[src/gpfs_regs.svh]
// Register offsets, field positions and reset values of the pin function select block.
// Assumes one register word per offset; each port occupies one stride of addresses.
// Notes on behaviour
// Digital enable clear with analog select set hands the pin to analog input.
// Analog pins reach analog circuitry only through a gated isolation switch.
// Alternate peripheral drives pin only with alternate and digital enable; code picks peripheral.
// Every pin has its own selection bits; no pin follows another.
// Ordinary pins reset to plain I/O, tri-stated, pulls off, code zero.
// Power-on or external reset restores every pin's defaults.
// Port A bits 1:0 serial, 5:2 synchronous serial; alternate, digital on, code 0x1.
// Port C bits 3:0 debug: alternate, digital, pull-up on, code 0x3.
// Port C bits 0..3 carry TCK, TMS, TDI, TDO; also SWCLK, SWDIO, SWO.
// Without alternate select the pin follows data and direction logic; code ignored. A pin handed to analog input is held undriven instead.
`ifndef GPFS_REGS_SVH
`define GPFS_REGS_SVH
`define GPFS_OFF_ALT 5'h00
`define GPFS_OFF_DIG_EN 5'h04
`define GPFS_OFF_ANA_SEL 5'h08
`define GPFS_OFF_PU 5'h0C
`define GPFS_OFF_PD 5'h10
`define GPFS_OFF_PCTL 5'h14
`define GPFS_OFF_STAT 5'h18
`define GPFS_PORT_LSB 5
`define GPFS_PORT_A 3'h0
`define GPFS_PORT_C 3'h2
`define GPFS_RST_A_ALT 8'h3F
`define GPFS_RST_A_PCTL 32'h00111111
`define GPFS_RST_C_ALT 8'h0F
`define GPFS_RST_C_PCTL 32'h00003333
`define GPFS_CODE_DEBUG 4'h3
`define GPFS_PIN_TCK 16
`define GPFS_PIN_TDO 19
`endif

[src/gpfs_pkg.sv]
// Types shared by the pin function select block.
// Assumes the constants header is included by users of offsets.
package gpfs_pkg;
  localparam int GPFS_MAX_PORTS = 5;
  localparam int GPFS_PINS = GPFS_MAX_PORTS * 8;

  typedef struct packed {
    logic [7:0] alt;
    logic [7:0] dig_en;
    logic [7:0] ana_sel;
    logic [7:0] pu;
    logic [7:0] pd;
    logic [31:0] pctl;
  } gpfs_port_cfg_t;

  typedef struct packed {
    logic [GPFS_PINS-1:0] out;
    logic [GPFS_PINS-1:0] oe;
    logic [GPFS_PINS-1:0] pu;
    logic [GPFS_PINS-1:0] pd;
  } gpfs_pad_t;

  typedef struct packed {
    gpfs_port_cfg_t [GPFS_MAX_PORTS-1:0] cfg;
    logic [GPFS_PINS-1:0] sync1;
    logic [GPFS_PINS-1:0] sync2;
    gpfs_pad_t pad;
    logic [GPFS_PINS-1:0] ana_conn;
    logic [GPFS_PINS-1:0] gpio_in;
    logic [GPFS_PINS-1:0] alt_in;
    logic [31:0] rdata;
    logic fresh;
  } gpfs_state_t;
endpackage : gpfs_pkg

[src/gpfs_top.sv]
// Pin function selection for all general-purpose ports: plain I/O, analog or alternate.
// Assumes pad inputs are asynchronous, data/direction and peripherals share clk.
`include "gpfs_regs.svh"
module gpfs_top #(
  parameter int NPORTS = 5
) (
  input wire logic clk,
  input wire logic rstn,
  input wire logic [7:0] addr,
  input wire logic [31:0] wdata,
  input wire logic wr_en,
  input wire logic rd_en,
  output logic [31:0] rdata,
  input wire logic [gpfs_pkg::GPFS_PINS-1:0] gpio_out,
  input wire logic [gpfs_pkg::GPFS_PINS-1:0] gpio_oe,
  input wire logic [gpfs_pkg::GPFS_PINS-1:0][15:0] alt_out,
  input wire logic [gpfs_pkg::GPFS_PINS-1:0][15:0] alt_oe,
  input wire logic [gpfs_pkg::GPFS_PINS-1:0] pad_in,
  output gpfs_pkg::gpfs_pad_t pad,
  output logic [gpfs_pkg::GPFS_PINS-1:0] analog_iso_on,
  output logic [gpfs_pkg::GPFS_PINS-1:0] gpio_in,
  output logic [gpfs_pkg::GPFS_PINS-1:0] alt_in
);
  import gpfs_pkg::*;

  if (NPORTS < 3 || NPORTS > GPFS_MAX_PORTS) begin : g_chk
    $error("NPORTS must lie between 3 and 5");
  end

  ////////////////////////////////////////////////////////////////////////////////
  // Reset image of one port

  function automatic gpfs_port_cfg_t rst_cfg(input int unsigned idx);
    gpfs_port_cfg_t c;
    c = '0;
    if (idx == int'(`GPFS_PORT_A)) begin
      c.alt = `GPFS_RST_A_ALT;
      c.dig_en = `GPFS_RST_A_ALT;
      c.pctl = `GPFS_RST_A_PCTL;
    end else if (idx == int'(`GPFS_PORT_C)) begin
      c.alt = `GPFS_RST_C_ALT;
      c.dig_en = `GPFS_RST_C_ALT;
      c.pu = `GPFS_RST_C_ALT;
      c.pctl = `GPFS_RST_C_PCTL;
    end
    return c;
  endfunction : rst_cfg

  function automatic gpfs_state_t rst_state();
    gpfs_state_t s;
    s = '0;
    for (int i = 0; i < GPFS_MAX_PORTS; i++) begin
      s.cfg[i] = rst_cfg(i);
    end
    s.fresh = 1'b1;
    return s;
  endfunction : rst_state

  function automatic logic [GPFS_PINS-1:0] flat(input gpfs_port_cfg_t [GPFS_MAX_PORTS-1:0] c,
                                                input int unsigned f);
    logic [GPFS_PINS-1:0] v;
    v = '0;
    for (int i = 0; i < GPFS_MAX_PORTS; i++) begin
      case (f)
        0: v[i*8 +: 8] = c[i].alt;
        1: v[i*8 +: 8] = c[i].dig_en;
        2: v[i*8 +: 8] = c[i].ana_sel;
        3: v[i*8 +: 8] = c[i].pu;
        default: v[i*8 +: 8] = c[i].pd;
      endcase
    end
    return v;
  endfunction : flat

  function automatic logic [3:0] code_of(input gpfs_port_cfg_t [GPFS_MAX_PORTS-1:0] c,
                                         input int unsigned p);
    return c[p/8].pctl[(p%8)*4 +: 4];
  endfunction : code_of

  ////////////////////////////////////////////////////////////////////////////////
  // State

  gpfs_state_t s_q;
  gpfs_state_t s_d;

  logic [2:0] port_sel;
  logic [4:0] reg_off;
  assign port_sel = addr[7:`GPFS_PORT_LSB];
  assign reg_off = addr[4:0];

  logic [GPFS_PINS-1:0] alt_v;
  logic [GPFS_PINS-1:0] dig_en_v;
  logic [GPFS_PINS-1:0] ams_v;
  assign alt_v = flat(s_q.cfg, 0);
  assign dig_en_v = flat(s_q.cfg, 1);
  assign ams_v = flat(s_q.cfg, 2);

  always_comb begin
    logic [3:0] code;
    logic ana;
    logic [7:0] bitv;
    code = '0;
    ana = 1'b0;
    bitv = '0;
    s_d = s_q;
    s_d.fresh = 1'b0;
    // Writes land in at most one port's register, so pins of other ports never move with it
    if (wr_en && int'(port_sel) < NPORTS) begin
      case (reg_off)
        `GPFS_OFF_ALT: s_d.cfg[port_sel].alt = wdata[7:0];
        `GPFS_OFF_DIG_EN: s_d.cfg[port_sel].dig_en = wdata[7:0];
        `GPFS_OFF_ANA_SEL: s_d.cfg[port_sel].ana_sel = wdata[7:0];
        `GPFS_OFF_PU: s_d.cfg[port_sel].pu = wdata[7:0];
        `GPFS_OFF_PD: s_d.cfg[port_sel].pd = wdata[7:0];
        `GPFS_OFF_PCTL: s_d.cfg[port_sel].pctl = wdata;
        default: ;
      endcase
    end
    // Read data live only in the cycle after the strobe
    s_d.rdata = '0;
    if (rd_en && int'(port_sel) < NPORTS) begin
      for (int b = 0; b < 8; b++) begin
        bitv[b] = ~s_q.cfg[port_sel].dig_en[b] & s_q.cfg[port_sel].ana_sel[b];
      end
      case (reg_off)
        `GPFS_OFF_ALT: s_d.rdata = {24'h000000, s_q.cfg[port_sel].alt};
        `GPFS_OFF_DIG_EN: s_d.rdata = {24'h000000, s_q.cfg[port_sel].dig_en};
        `GPFS_OFF_ANA_SEL: s_d.rdata = {24'h000000, s_q.cfg[port_sel].ana_sel};
        `GPFS_OFF_PU: s_d.rdata = {24'h000000, s_q.cfg[port_sel].pu};
        `GPFS_OFF_PD: s_d.rdata = {24'h000000, s_q.cfg[port_sel].pd};
        `GPFS_OFF_PCTL: s_d.rdata = s_q.cfg[port_sel].pctl;
        `GPFS_OFF_STAT: s_d.rdata = {16'h0000, s_q.ana_conn[port_sel*8 +: 8], bitv};
        default: s_d.rdata = '0;
      endcase
    end
    // Pad inputs are asynchronous; the first stage feeds only the second
    s_d.sync1 = pad_in;
    s_d.sync2 = s_q.sync1;
    for (int p = 0; p < GPFS_PINS; p++) begin
      code = code_of(s_q.cfg, p);
      ana = ~dig_en_v[p] & ams_v[p];
      s_d.ana_conn[p] = ana;
      s_d.gpio_in[p] = s_q.sync2[p] & dig_en_v[p];
      s_d.alt_in[p] = s_q.sync2[p] & dig_en_v[p] & alt_v[p];
      if (ana) begin
        // Digital driver stays off while the analog switch is closed
        s_d.pad.out[p] = 1'b0;
        s_d.pad.oe[p] = 1'b0;
      end else if (alt_v[p] && dig_en_v[p]) begin
        s_d.pad.out[p] = alt_out[p][code];
        s_d.pad.oe[p] = alt_oe[p][code];
      end else if (alt_v[p]) begin
        s_d.pad.out[p] = 1'b0;
        s_d.pad.oe[p] = 1'b0;
      end else begin
        s_d.pad.out[p] = gpio_out[p];
        s_d.pad.oe[p] = gpio_oe[p];
      end
    end
    s_d.pad.pu = flat(s_q.cfg, 3);
    s_d.pad.pd = flat(s_q.cfg, 4);
  end

  always_ff @(posedge clk or negedge rstn) begin
    if (!rstn) begin
      s_q <= rst_state();
    end else begin
      s_q <= s_d;
    end
  end

  assign rdata = s_q.rdata;
  assign pad = s_q.pad;
  assign analog_iso_on = s_q.ana_conn;
  assign gpio_in = s_q.gpio_in;
  assign alt_in = s_q.alt_in;

  logic [GPFS_PINS-1:0] plain_v;
  assign plain_v = ~alt_v & ~(~dig_en_v & ams_v);
endmodule : gpfs_top

[config.mk]
export PLATFORM = sky130hd
export DESIGN_NAME = gpfs_top
export DESIGN_NICKNAME = d
export VERILOG_FILES = /design/src/gpfs_pkg.sv /design/src/gpfs_top.sv
export VERILOG_INCLUDE_DIRS = /design/src
export SDC_FILE = /design/constraint.sdc
export NUM_CORES = 1
export LEC_CHECK = 0
export ABC_AREA = 1
export BUFFER_PORTS_ARGS = -buffer_cell sky130_fd_sc_hd__buf_2
export CELL_PAD_IN_SITES_DETAIL_PLACEMENT = 1
export CELL_PAD_IN_SITES_GLOBAL_PLACEMENT = 1
export CORE_AREA = 8 8 675 677
export CTS_CLUSTER_DIAMETER = 30
export DETAILED_ROUTE_END_ITERATION = 10
export DIE_AREA = 0 0 683 685
export PLACE_DENSITY_LB_ADDON = 0.1
export SYNTH_ARGS = -nofsm -noshare
export SYNTH_HDL_FRONTEND = slang
export SYNTH_SLANG_ARGS = --single-unit
[constraint.sdc]
create_clock -name clk -period 3.77 [get_ports clk]
set_input_delay 0 -clock clk [delete_from_list [all_inputs] [get_ports clk]]
set_output_delay 0 -clock clk [all_outputs]
set_load 0.005 [all_outputs]
Yosys cells after proc, flatten, opt, wreduce, memory -nomap -nowiden
Index checks and enable logic that the tools add are counted.

Bitwise logic cells: 176. Magnitude comparators: 43. Shift-type cells: 1. Reductions and logical operators: 46. Equal/unequal tests: 6. Multiplexer cells: 423.

Operators by type and width (count): $bwmux 360 (6); $pmux 360 s6 (1); $demux 72 s3 (6); $bmux 1 s4 (80); $mux 1 (320); $pmux 32 s7 (1); $bmux 72 s3 (1); $lt 4x5->1 const B (40); $mux 72 (2); $and 1x1->1 (128); $mux 32 (2); $mux 64 (1); $mux 56 (1); $mux 48 (1); $not 1->1 (48); $logic_and 1x1->1 (43); $mux 40 (1); $shiftx 40x7->8 (1); $eq 5x5->1 const B (3); $eq 5x4->1 const B (2); $reduce_bool 6->1 (1); $eq 5x3->1 const B (1); $logic_not 5->1 (1); $lt 3x4->1 const B (1); other kinds (3) (3).

Word-level logic and storage cells: 735. Register bits after elaboration: 752. Output and inout port bits: 312. Bits of input ports: 1444.

Depth between registers and ports, before layout
Gate-level depths: netlist of the first run.

Word-level depth: 6. Mapped depth: 13. Mapped depth without buffers: 11.

Worst setup path after synthesis of the first run
OpenSTA, ideal clock, no wires.

Path kind: flip-flop to flip-flop. Start point: register with a tool-made name. End point: register s_q, in the netlist pad[138]. Path buffers: 2. Cell stages (with the launch flop): 11. Required time: 3.693 ns. Data arrival time: 1.575 ns. Setup time: 0.077 ns. Setup slack: 2.117 ns. Clock period less this slack: 1.653 ns. Cell sequence: dfstp_2 > clkbuf_1 > clkbuf_1 > nor2_1 > nor2_1 > o21ai_0 > nand3_1 > nand3_1 > nand2_1 > nand2_1 > a21oi_1.

RTL lines: end signal, assigned (line gpfs_top.sv:166) `s_q <= rst_state();`; end, declared (line gpfs_top.sv:83) `gpfs_state_t s_q;`.

==> impl_metrics.env, run 1 <==
export IMPL_outcome="finished, violations left"
export IMPL_violations="hold timing"
export IMPL_yosys_area_top_type="dfrtp_1"
export IMPL_initial_utilization=0.103
export IMPL_worst_pin_slew_ns=1.12
export IMPL_via_per_inst=3.84
export IMPL_cp_num_buf_inv=2
export IMPL_synthArstFlopShare=1.00
export IMPL_ir_worst_vdd_v=0.000328
export IMPL_drt_total_wl_mm=459
export IMPL_grt_pass1_wl_mm=598
export IMPL_syn_mean_instance_area_um2=6.79
export IMPL_ys_seq_area_frac=0.411
export IMPL_multiInputGateArea_um2=21800
export IMPL_syn_area_um2=45900
export IMPL_cts_root_buf="clkbuf_16"
export IMPL_crit_required_ns=4.58
export IMPL_grt_usage=0.189
export IMPL_detail_route_wl_per_cell_um=31.0
export IMPL_dr_total_vias=56925
export IMPL_htree_levels=5
export IMPL_core_area_um2=444000
export IMPL_cts_inserted_buffers=299
export IMPL_cpMaxStageDelayCell="clkinv_1"
export IMPL_arrival_ns=4.21
export IMPL_critPathMaxStageDelay_ns=0.70
export IMPL_yosys_top_cells_area="dfrtp_1, nor2_1, o21ai_0"
export IMPL_syn2layout_area_growth_pct=59.8
export IMPL_globalRoute_totalOverflow=0
export IMPL_path_clk_slew_ns=0.04
export IMPL_min_path_type="in2reg"
export IMPL_critPathCapture="pad[133]$_DFF_PN0_"
export IMPL_rsz0062_at_grt="false"
export IMPL_reg2regPathDepth=9
export IMPL_dieArea_um2=468000
export IMPL_fillers=53502
export IMPL_cap_violations=0
export IMPL_cts_tree="built"
export IMPL_ios=1756
export IMPL_yosysMostFrequentCell="nor2_1"
export IMPL_timing_fmax_mhz=295
export IMPL_fin_util=0.165
export IMPL_critPathTopFamily="buffers and inverters"
export IMPL_fin_nets=10037
export IMPL_synth_flop_cell="dfrtp_1"
export IMPL_grt_max_degree=98
export IMPL_seq_area_um2=18900
export IMPL_cp_depth=9
export IMPL_yosysWarningCount=0
export IMPL_first_pass_iters=5
export IMPL_setup_violations=0
export IMPL_worstSetupPathType="reg2reg"
export IMPL_fin_crit_sh=0.901
export IMPL_slew_violations=0
export IMPL_port_buffers=1755
export IMPL_place_hpwl_mm=382
export IMPL_ys_ff_latch=752
export IMPL_clk_latency_ns=0.88
export IMPL_timing_final_crit_period_ns=3.40
export IMPL_first_iter_violations=3734
export IMPL_cts_buffer_depth=4
export IMPL_synth_edf_count=0
export IMPL_drc=0
export IMPL_leakagePower_nw=35.5
export IMPL_cp_end_kind="flip-flop"
export IMPL_synth_cell_types=32
export IMPL_synth_common_cells="nor2_1, nand2_1, o21ai_0, nand3_1, dfrtp_1"
export IMPL_r2r_slack_ns=0.37
export IMPL_syn_inst=6751
export IMPL_hold_ws_ns=-0.0283
export IMPL_slew_headroom=0.254
export IMPL_syn_num_nets=8195
export IMPL_dieWidth_um=683
export IMPL_crit_path_start_kind="flip-flop"
export IMPL_fp_dieH_um=685
export IMPL_tns_ns=0
export IMPL_antenna_left=0
export IMPL_critical_path_max_fanout=10
export IMPL_reg2reg_to="pad[133]$_DFF_PN0_"
export IMPL_finalHoldViolations=1
export IMPL_fp_row_count=245
export IMPL_synth_top_area_frac=0.390
export IMPL_gp_congestion=0.821
export IMPL_crit_chain="clkinv_1 > nor2_1 > o21ai_0 > nand3_1 > nand3_1 > nand2_1 > nand2_1 > a21oi_1 > dlygate4sd3_1"
export IMPL_grt_pass1_vias=61897
export IMPL_drive_above_1_share=0.279
export IMPL_clock_sinks=752
export IMPL_fin_worst_skew_ns=0.0408
export IMPL_cts_repair_resized=0
export IMPL_power_density_nw_per_um2=524
export IMPL_antenna_found_initial=249
==> metal layers <==
layer / GRT usage / vias up / part of all wire
met2: 0.313 / 2046 / 0.46
met3: 0.0426 / 668 / 0.063
met4: 0.0485 / 66 / 0.029
met1: 0.247 / 28436 / 0.45
met5: 0 / - / 0.00097
li1: - / 25709 / -
==> kinds of logic after synthesis <==
logic type      after synthesis  share of synthesized area
simple gates               3556                      0.317
compound gates             1360                      0.156
buf+inv                    1083                      0.116
flops                       752                      0.411
==> where the power goes <==
group / leakage [nW] / total [W] / internal (W) / switching, W
sequential: 9.61 / 0.00911 / 0.00849 / 0.000621
combinational: 20.9 / 0.00499 / 0.00170 / 0.00329
clock: 4.95 / 0.0243 / 0.0169 / 0.00737
==> layout by cell type, fill, tap and decap left out, types with 73 or more instances in the layout <==
cell type / Yosys / final
a21oi_1: 139 / 139
buf_2: 50 / 1752
buf_4: 321 / 146
clkbuf_16: 0 / 299
clkbuf_8: 0 / 73
dfrtp_1: 714 / 714
dlygate4sd3_1: 0 / 325
inv_1: 346 / 341
nand2_1: 1262 / 1256
nand3_1: 791 / 788
nor2_1: 1437 / 1435
o21ai_0: 1051 / 1051
==> cell type report <==
class,instances,share of cell area
clock inverter,97,0.0179
timing repair buffer,2244,0.185
inverter,380,0.0196
tap,5928,0.101
antenna,71,0.00242
multi-input combinational,4916,0.297
clock buffer,440,0.119
sequential,752,0.257
==> tightest hold or removal path, stage by stage <==
cell and delay [ns]:
buf_2 0.08, o21ai_0 0.07, nand3_1 0.07, nand3_1 0.06, nand2_1 0.26, nand2_1 0.10, a21oi_1 0.13
==> worst min path at each step <==
stage	from	endpoint	slack, ns	depth (start not counted)
floorplan	rstn	asynchronous set/reset pin	-0.30	0
CTS	alt_oe[503]	pad[111]$_DFF_PN0_	0.003	7
global placement	pad_in[32]	s_d[345]$_DFF_PN0_	0.11	1
global route	alt_oe[503]	pad[111]$_DFF_PN0_	0.05	7
detailed placement	pad_in[33]	s_d[346]$_DFF_PN0_	0.11	1
finish	alt_oe[589]	pad[116]$_DFF_PN0_	-0.03	7
==> metrics by stage <==
stage | hold slack, ns | power [W] | cells | cell area, um^2 | setup WS (ns)
2_1_floorplan | -0.296 | 0.0107 | 6751 | 45900 | 2.12
3_5_place_dp | 0.110 | 0.0141 | 13894 | 59800 | 0.498
4_1_cts | 0.00291 | 0.0393 | 14757 | 73100 | 0.302
3_3_place_gp | 0.111 | 0.0141 | 13894 | 59800 | 0.550
6_report | -0.0283 | 0.0384 | 14828 | 73300 | 0.374
5_1_grt | 0.0528 | 0.0401 | 14788 | 73200 | 0.117
==> repair_timing <==
item,in CTS,in global routing
buffers inserted,0,0
hold buffers,326,0
hold endpoints to repair,991,0
setup endpoints to repair,0,0
No activity file was read; power rests on OpenSTA's default activity.
==> run 2, diff against run 1 <==
--- a/config.mk
+++ b/config.mk
@@ -6,14 +6,13 @@
 export SDC_FILE = /design/constraint.sdc
 export NUM_CORES = 1
 export LEC_CHECK = 0
-export ABC_AREA = 1
 export BUFFER_PORTS_ARGS = -buffer_cell sky130_fd_sc_hd__buf_2
 export CELL_PAD_IN_SITES_DETAIL_PLACEMENT = 1
 export CELL_PAD_IN_SITES_GLOBAL_PLACEMENT = 1
-export CORE_AREA = 8 8 675 677
+export CORE_AREA = 8 8 676 678
 export CTS_CLUSTER_DIAMETER = 30
 export DETAILED_ROUTE_END_ITERATION = 10
-export DIE_AREA = 0 0 683 685
+export DIE_AREA = 0 0 684 686
 export PLACE_DENSITY_LB_ADDON = 0.1
 export SYNTH_ARGS = -nofsm -noshare
 export SYNTH_HDL_FRONTEND = slang
==> run 2 against run 1 <==
  * Non-clock buffer count shrank 53
  * Combinational power is 27% lower
  * Hold slack improved by 0.048 ns
  * The run now ends clean
  * Highest routed layer unchanged
  * Utilization fell by 0.97 points
  * Power is essentially flat
  * Sequential share of layout area grew 1.5 points
  * Sequential cell count stayed put
  * Setup slack improved by 0.17 ns
  * Fmax rose by 5.1%
  * Critical path depth is 4 lower
  * Count of clock-buffer cells in the layout is 48 higher
  * Via count decreased by 37%
==> impl_metrics.env, run 2 <==
export IMPL_syn_num_nets=4344
export IMPL_ys_ff_latch=752
export IMPL_synth_flop_cell="dfrtp_1"
export IMPL_synth_edf_count=0
export IMPL_pre_cts_slack_ns=0.792
export IMPL_worst_pin_slew_ns=1.17
export IMPL_leakagePower_nw=31.3
export IMPL_cpMaxStageDelayCell="dfrtp_1"
export IMPL_syn_inst=2900
export IMPL_syn_area_um2=40800
export IMPL_antenna_left=0
export IMPL_timing_fmax_mhz=310
export IMPL_setup_violations=0
export IMPL_syn2layout_area_growth_pct=69.8
export IMPL_cts_tree="built"
export IMPL_first_iter_violations=1450
export IMPL_cap_violations=0
export IMPL_yosysMostFrequentCell="dfrtp_1"
export IMPL_fin_crit_sh=0.857
export IMPL_layout_common_cells="buf_2, dfrtp_1, mux4_2, mux2_2, dlygate4sd3_1"
export IMPL_seq_area_um2=18900
export IMPL_r2r_slack_ns=0.54
export IMPL_worstSetupPathType="reg2reg"
export IMPL_cts_buffer_depth=4
export IMPL_multiInputGateArea_um2=18800
export IMPL_port_buffers=1755
export IMPL_tns_ns=0
export IMPL_synth_top_area_frac=0.437
export IMPL_drive_above_1_share=0.617
export IMPL_crit_required_ns=4.53
export IMPL_fp_dieH_um=686
export IMPL_dieArea_um2=469000
export IMPL_clk_latency_ns=0.91
export IMPL_path_common_cell="mux4_2"
export IMPL_grt_max_degree=61
export IMPL_first_pass_iters=4
export IMPL_detail_route_wl_per_cell_um=32.6
export IMPL_synth_common_cells="dfrtp_1, mux4_2, mux2_2, buf_4, mux2i_1"
export IMPL_fin_worst_skew_ns=0.0727
export IMPL_yosys_area_top_type="dfrtp_1"
export IMPL_setup_ws_ns=0.541
export IMPL_crit_path_start_kind="flip-flop"
export IMPL_ios=1756
export IMPL_grt_pass1_vias=42020
export IMPL_fin_nets=6359
export IMPL_cp_num_buf_inv=1
export IMPL_fp_row_count=246
export IMPL_htree_levels=5
export IMPL_initial_utilization=0.0915
export IMPL_totalPowerFinal_w=0.0384
export IMPL_arrival_ns=3.99
export IMPL_core_area_um2=447000
export IMPL_globalRoute_totalOverflow=0
export IMPL_power_density_nw_per_um2=554
export IMPL_critical_path_max_fanout=10
export IMPL_drt_total_wl_mm=365
export IMPL_final_common_cell="buf_2"
export IMPL_outcome="finished clean"
export IMPL_drc=0
export IMPL_grt_pass1_wl_mm=464
export IMPL_rsz0062_at_grt="false"
export IMPL_slew_headroom=0.220
export IMPL_cp_end_kind="flip-flop"
export IMPL_crit_chain="mux4_2 > mux4_2 > nand3_1 > o21ai_0 > dlygate4sd3_1"
export IMPL_path_clk_slew_ns=0.05
export IMPL_clock_sinks=752
export IMPL_critPathMaxStageDelay_ns=0.98
export IMPL_min_path_type="in2async"
export IMPL_critPathTopFamily="multiplexers"
export IMPL_dr_total_vias=36027
export IMPL_ys_seq_area_frac=0.462
export IMPL_antenna_found_initial=192
export IMPL_via_per_inst=3.22
export IMPL_yosysWarningCount=0
export IMPL_timing_final_crit_period_ns=3.23
export IMPL_cts_inserted_buffers=315
export IMPL_synth_cell_types=55
export IMPL_gp_congestion=0.845
export IMPL_slew_violations=0
export IMPL_cts_root_buf="clkbuf_16"
export IMPL_finalHoldViolations=0
export IMPL_cts_repair_resized=0
export IMPL_grt_usage=0.150
export IMPL_yosys_top_cells_area="dfrtp_1, mux4_2, mux2_2"
export IMPL_dieWidth_um=684
export IMPL_ir_worst_vdd_v=0.000346
export IMPL_fillers=50929
export IMPL_synthArstFlopShare=1.00
export IMPL_syn_mean_instance_area_um2=14.1
export IMPL_place_hpwl_mm=304
## run 2: layer usage
layer	vias to the layer above	track usage	part of all wire
li1	14974	-	-
met1	18797	0.159	0.36
met2	1648	0.299	0.56
met3	524	0.0383	0.057
met4	84	0.0262	0.018
met5	-	0	0.0015
## run 2: path summary, 6_finish.rpt
check,endpoint,cells past startpoint,startpoint
max,pad[142]$_DFF_PN0_,5,flip-flop
min,pad[139]$_DFF_PN0_,3,rstn
max reg2reg,pad[142]$_DFF_PN0_,5,flip-flop
min reg2reg,s_q[320]$_DFF_PN0_,0,s_d[320]$_DFF_PN0_
max in group asynchronous,asynchronous set/reset pin,4,rstn
min in group clk,pad[86]$_DFF_PN0_,5,alt_oe[98]
## run 2: what timing repair did
action	CTS	global route
setup buffers	0	0
hold buffers	351	0
endpoints found under the hold margin	1086	0
## run 2: cell type report
cell class,instances,share of cell area
Antenna cell,61,0.00220
Tap cell,5952,0.107
Inverter,44,0.00238
Clock inverter,85,0.0170
Sequential cell,752,0.272
Timing Repair Buffer,2191,0.190
Multi-Input combinational cell,1611,0.272
Clock buffer,488,0.137
## run 2: worst reg2reg max path, delay by kind of cell, from the launching register on
family,cells,cell delay [ns]
simple gates,1,0.11
mux,2,1.30
buf+inv,1,0.61
flops,1,0.98
compound gates,1,0.11
## run 2: logic make-up after synthesis
group,count (synthesis),share of synthesized area
compound gates,296,0.0440
buf+inv,537,0.0816
flops,752,0.462
simple gates,417,0.0567
mux,898,0.356
## run 2: power by group
part | total [W] | leakage [nW] | internal [W] | switching (W)
clock | 0.0255 | 5.25 | 0.0182 | 0.00735
sequential | 0.00920 | 9.91 | 0.00847 | 0.000730
combinational | 0.00365 | 16.1 | 0.00186 | 0.00179
total | 0.0384 | 31.3 | 0.0285 | 0.00987
## run 2: through the flow
| stage | cells | instance area [um^2] | hold slack [ns] | util |
|---|---|---|---|---|
| 2_1_floorplan | 2900 | 40800 | -0.296 | - |
| 3_3_place_gp | 10198 | 55000 | 0.0435 | 0.123 |
| 3_5_place_dp | 10199 | 55000 | 0.0480 | 0.123 |
| 4_1_cts | 11123 | 69200 | 0.000149 | 0.155 |
| 5_1_grt | 11146 | 69300 | 0.0276 | 0.155 |
| 6_report | 11184 | 69400 | 0.0195 | 0.155 |
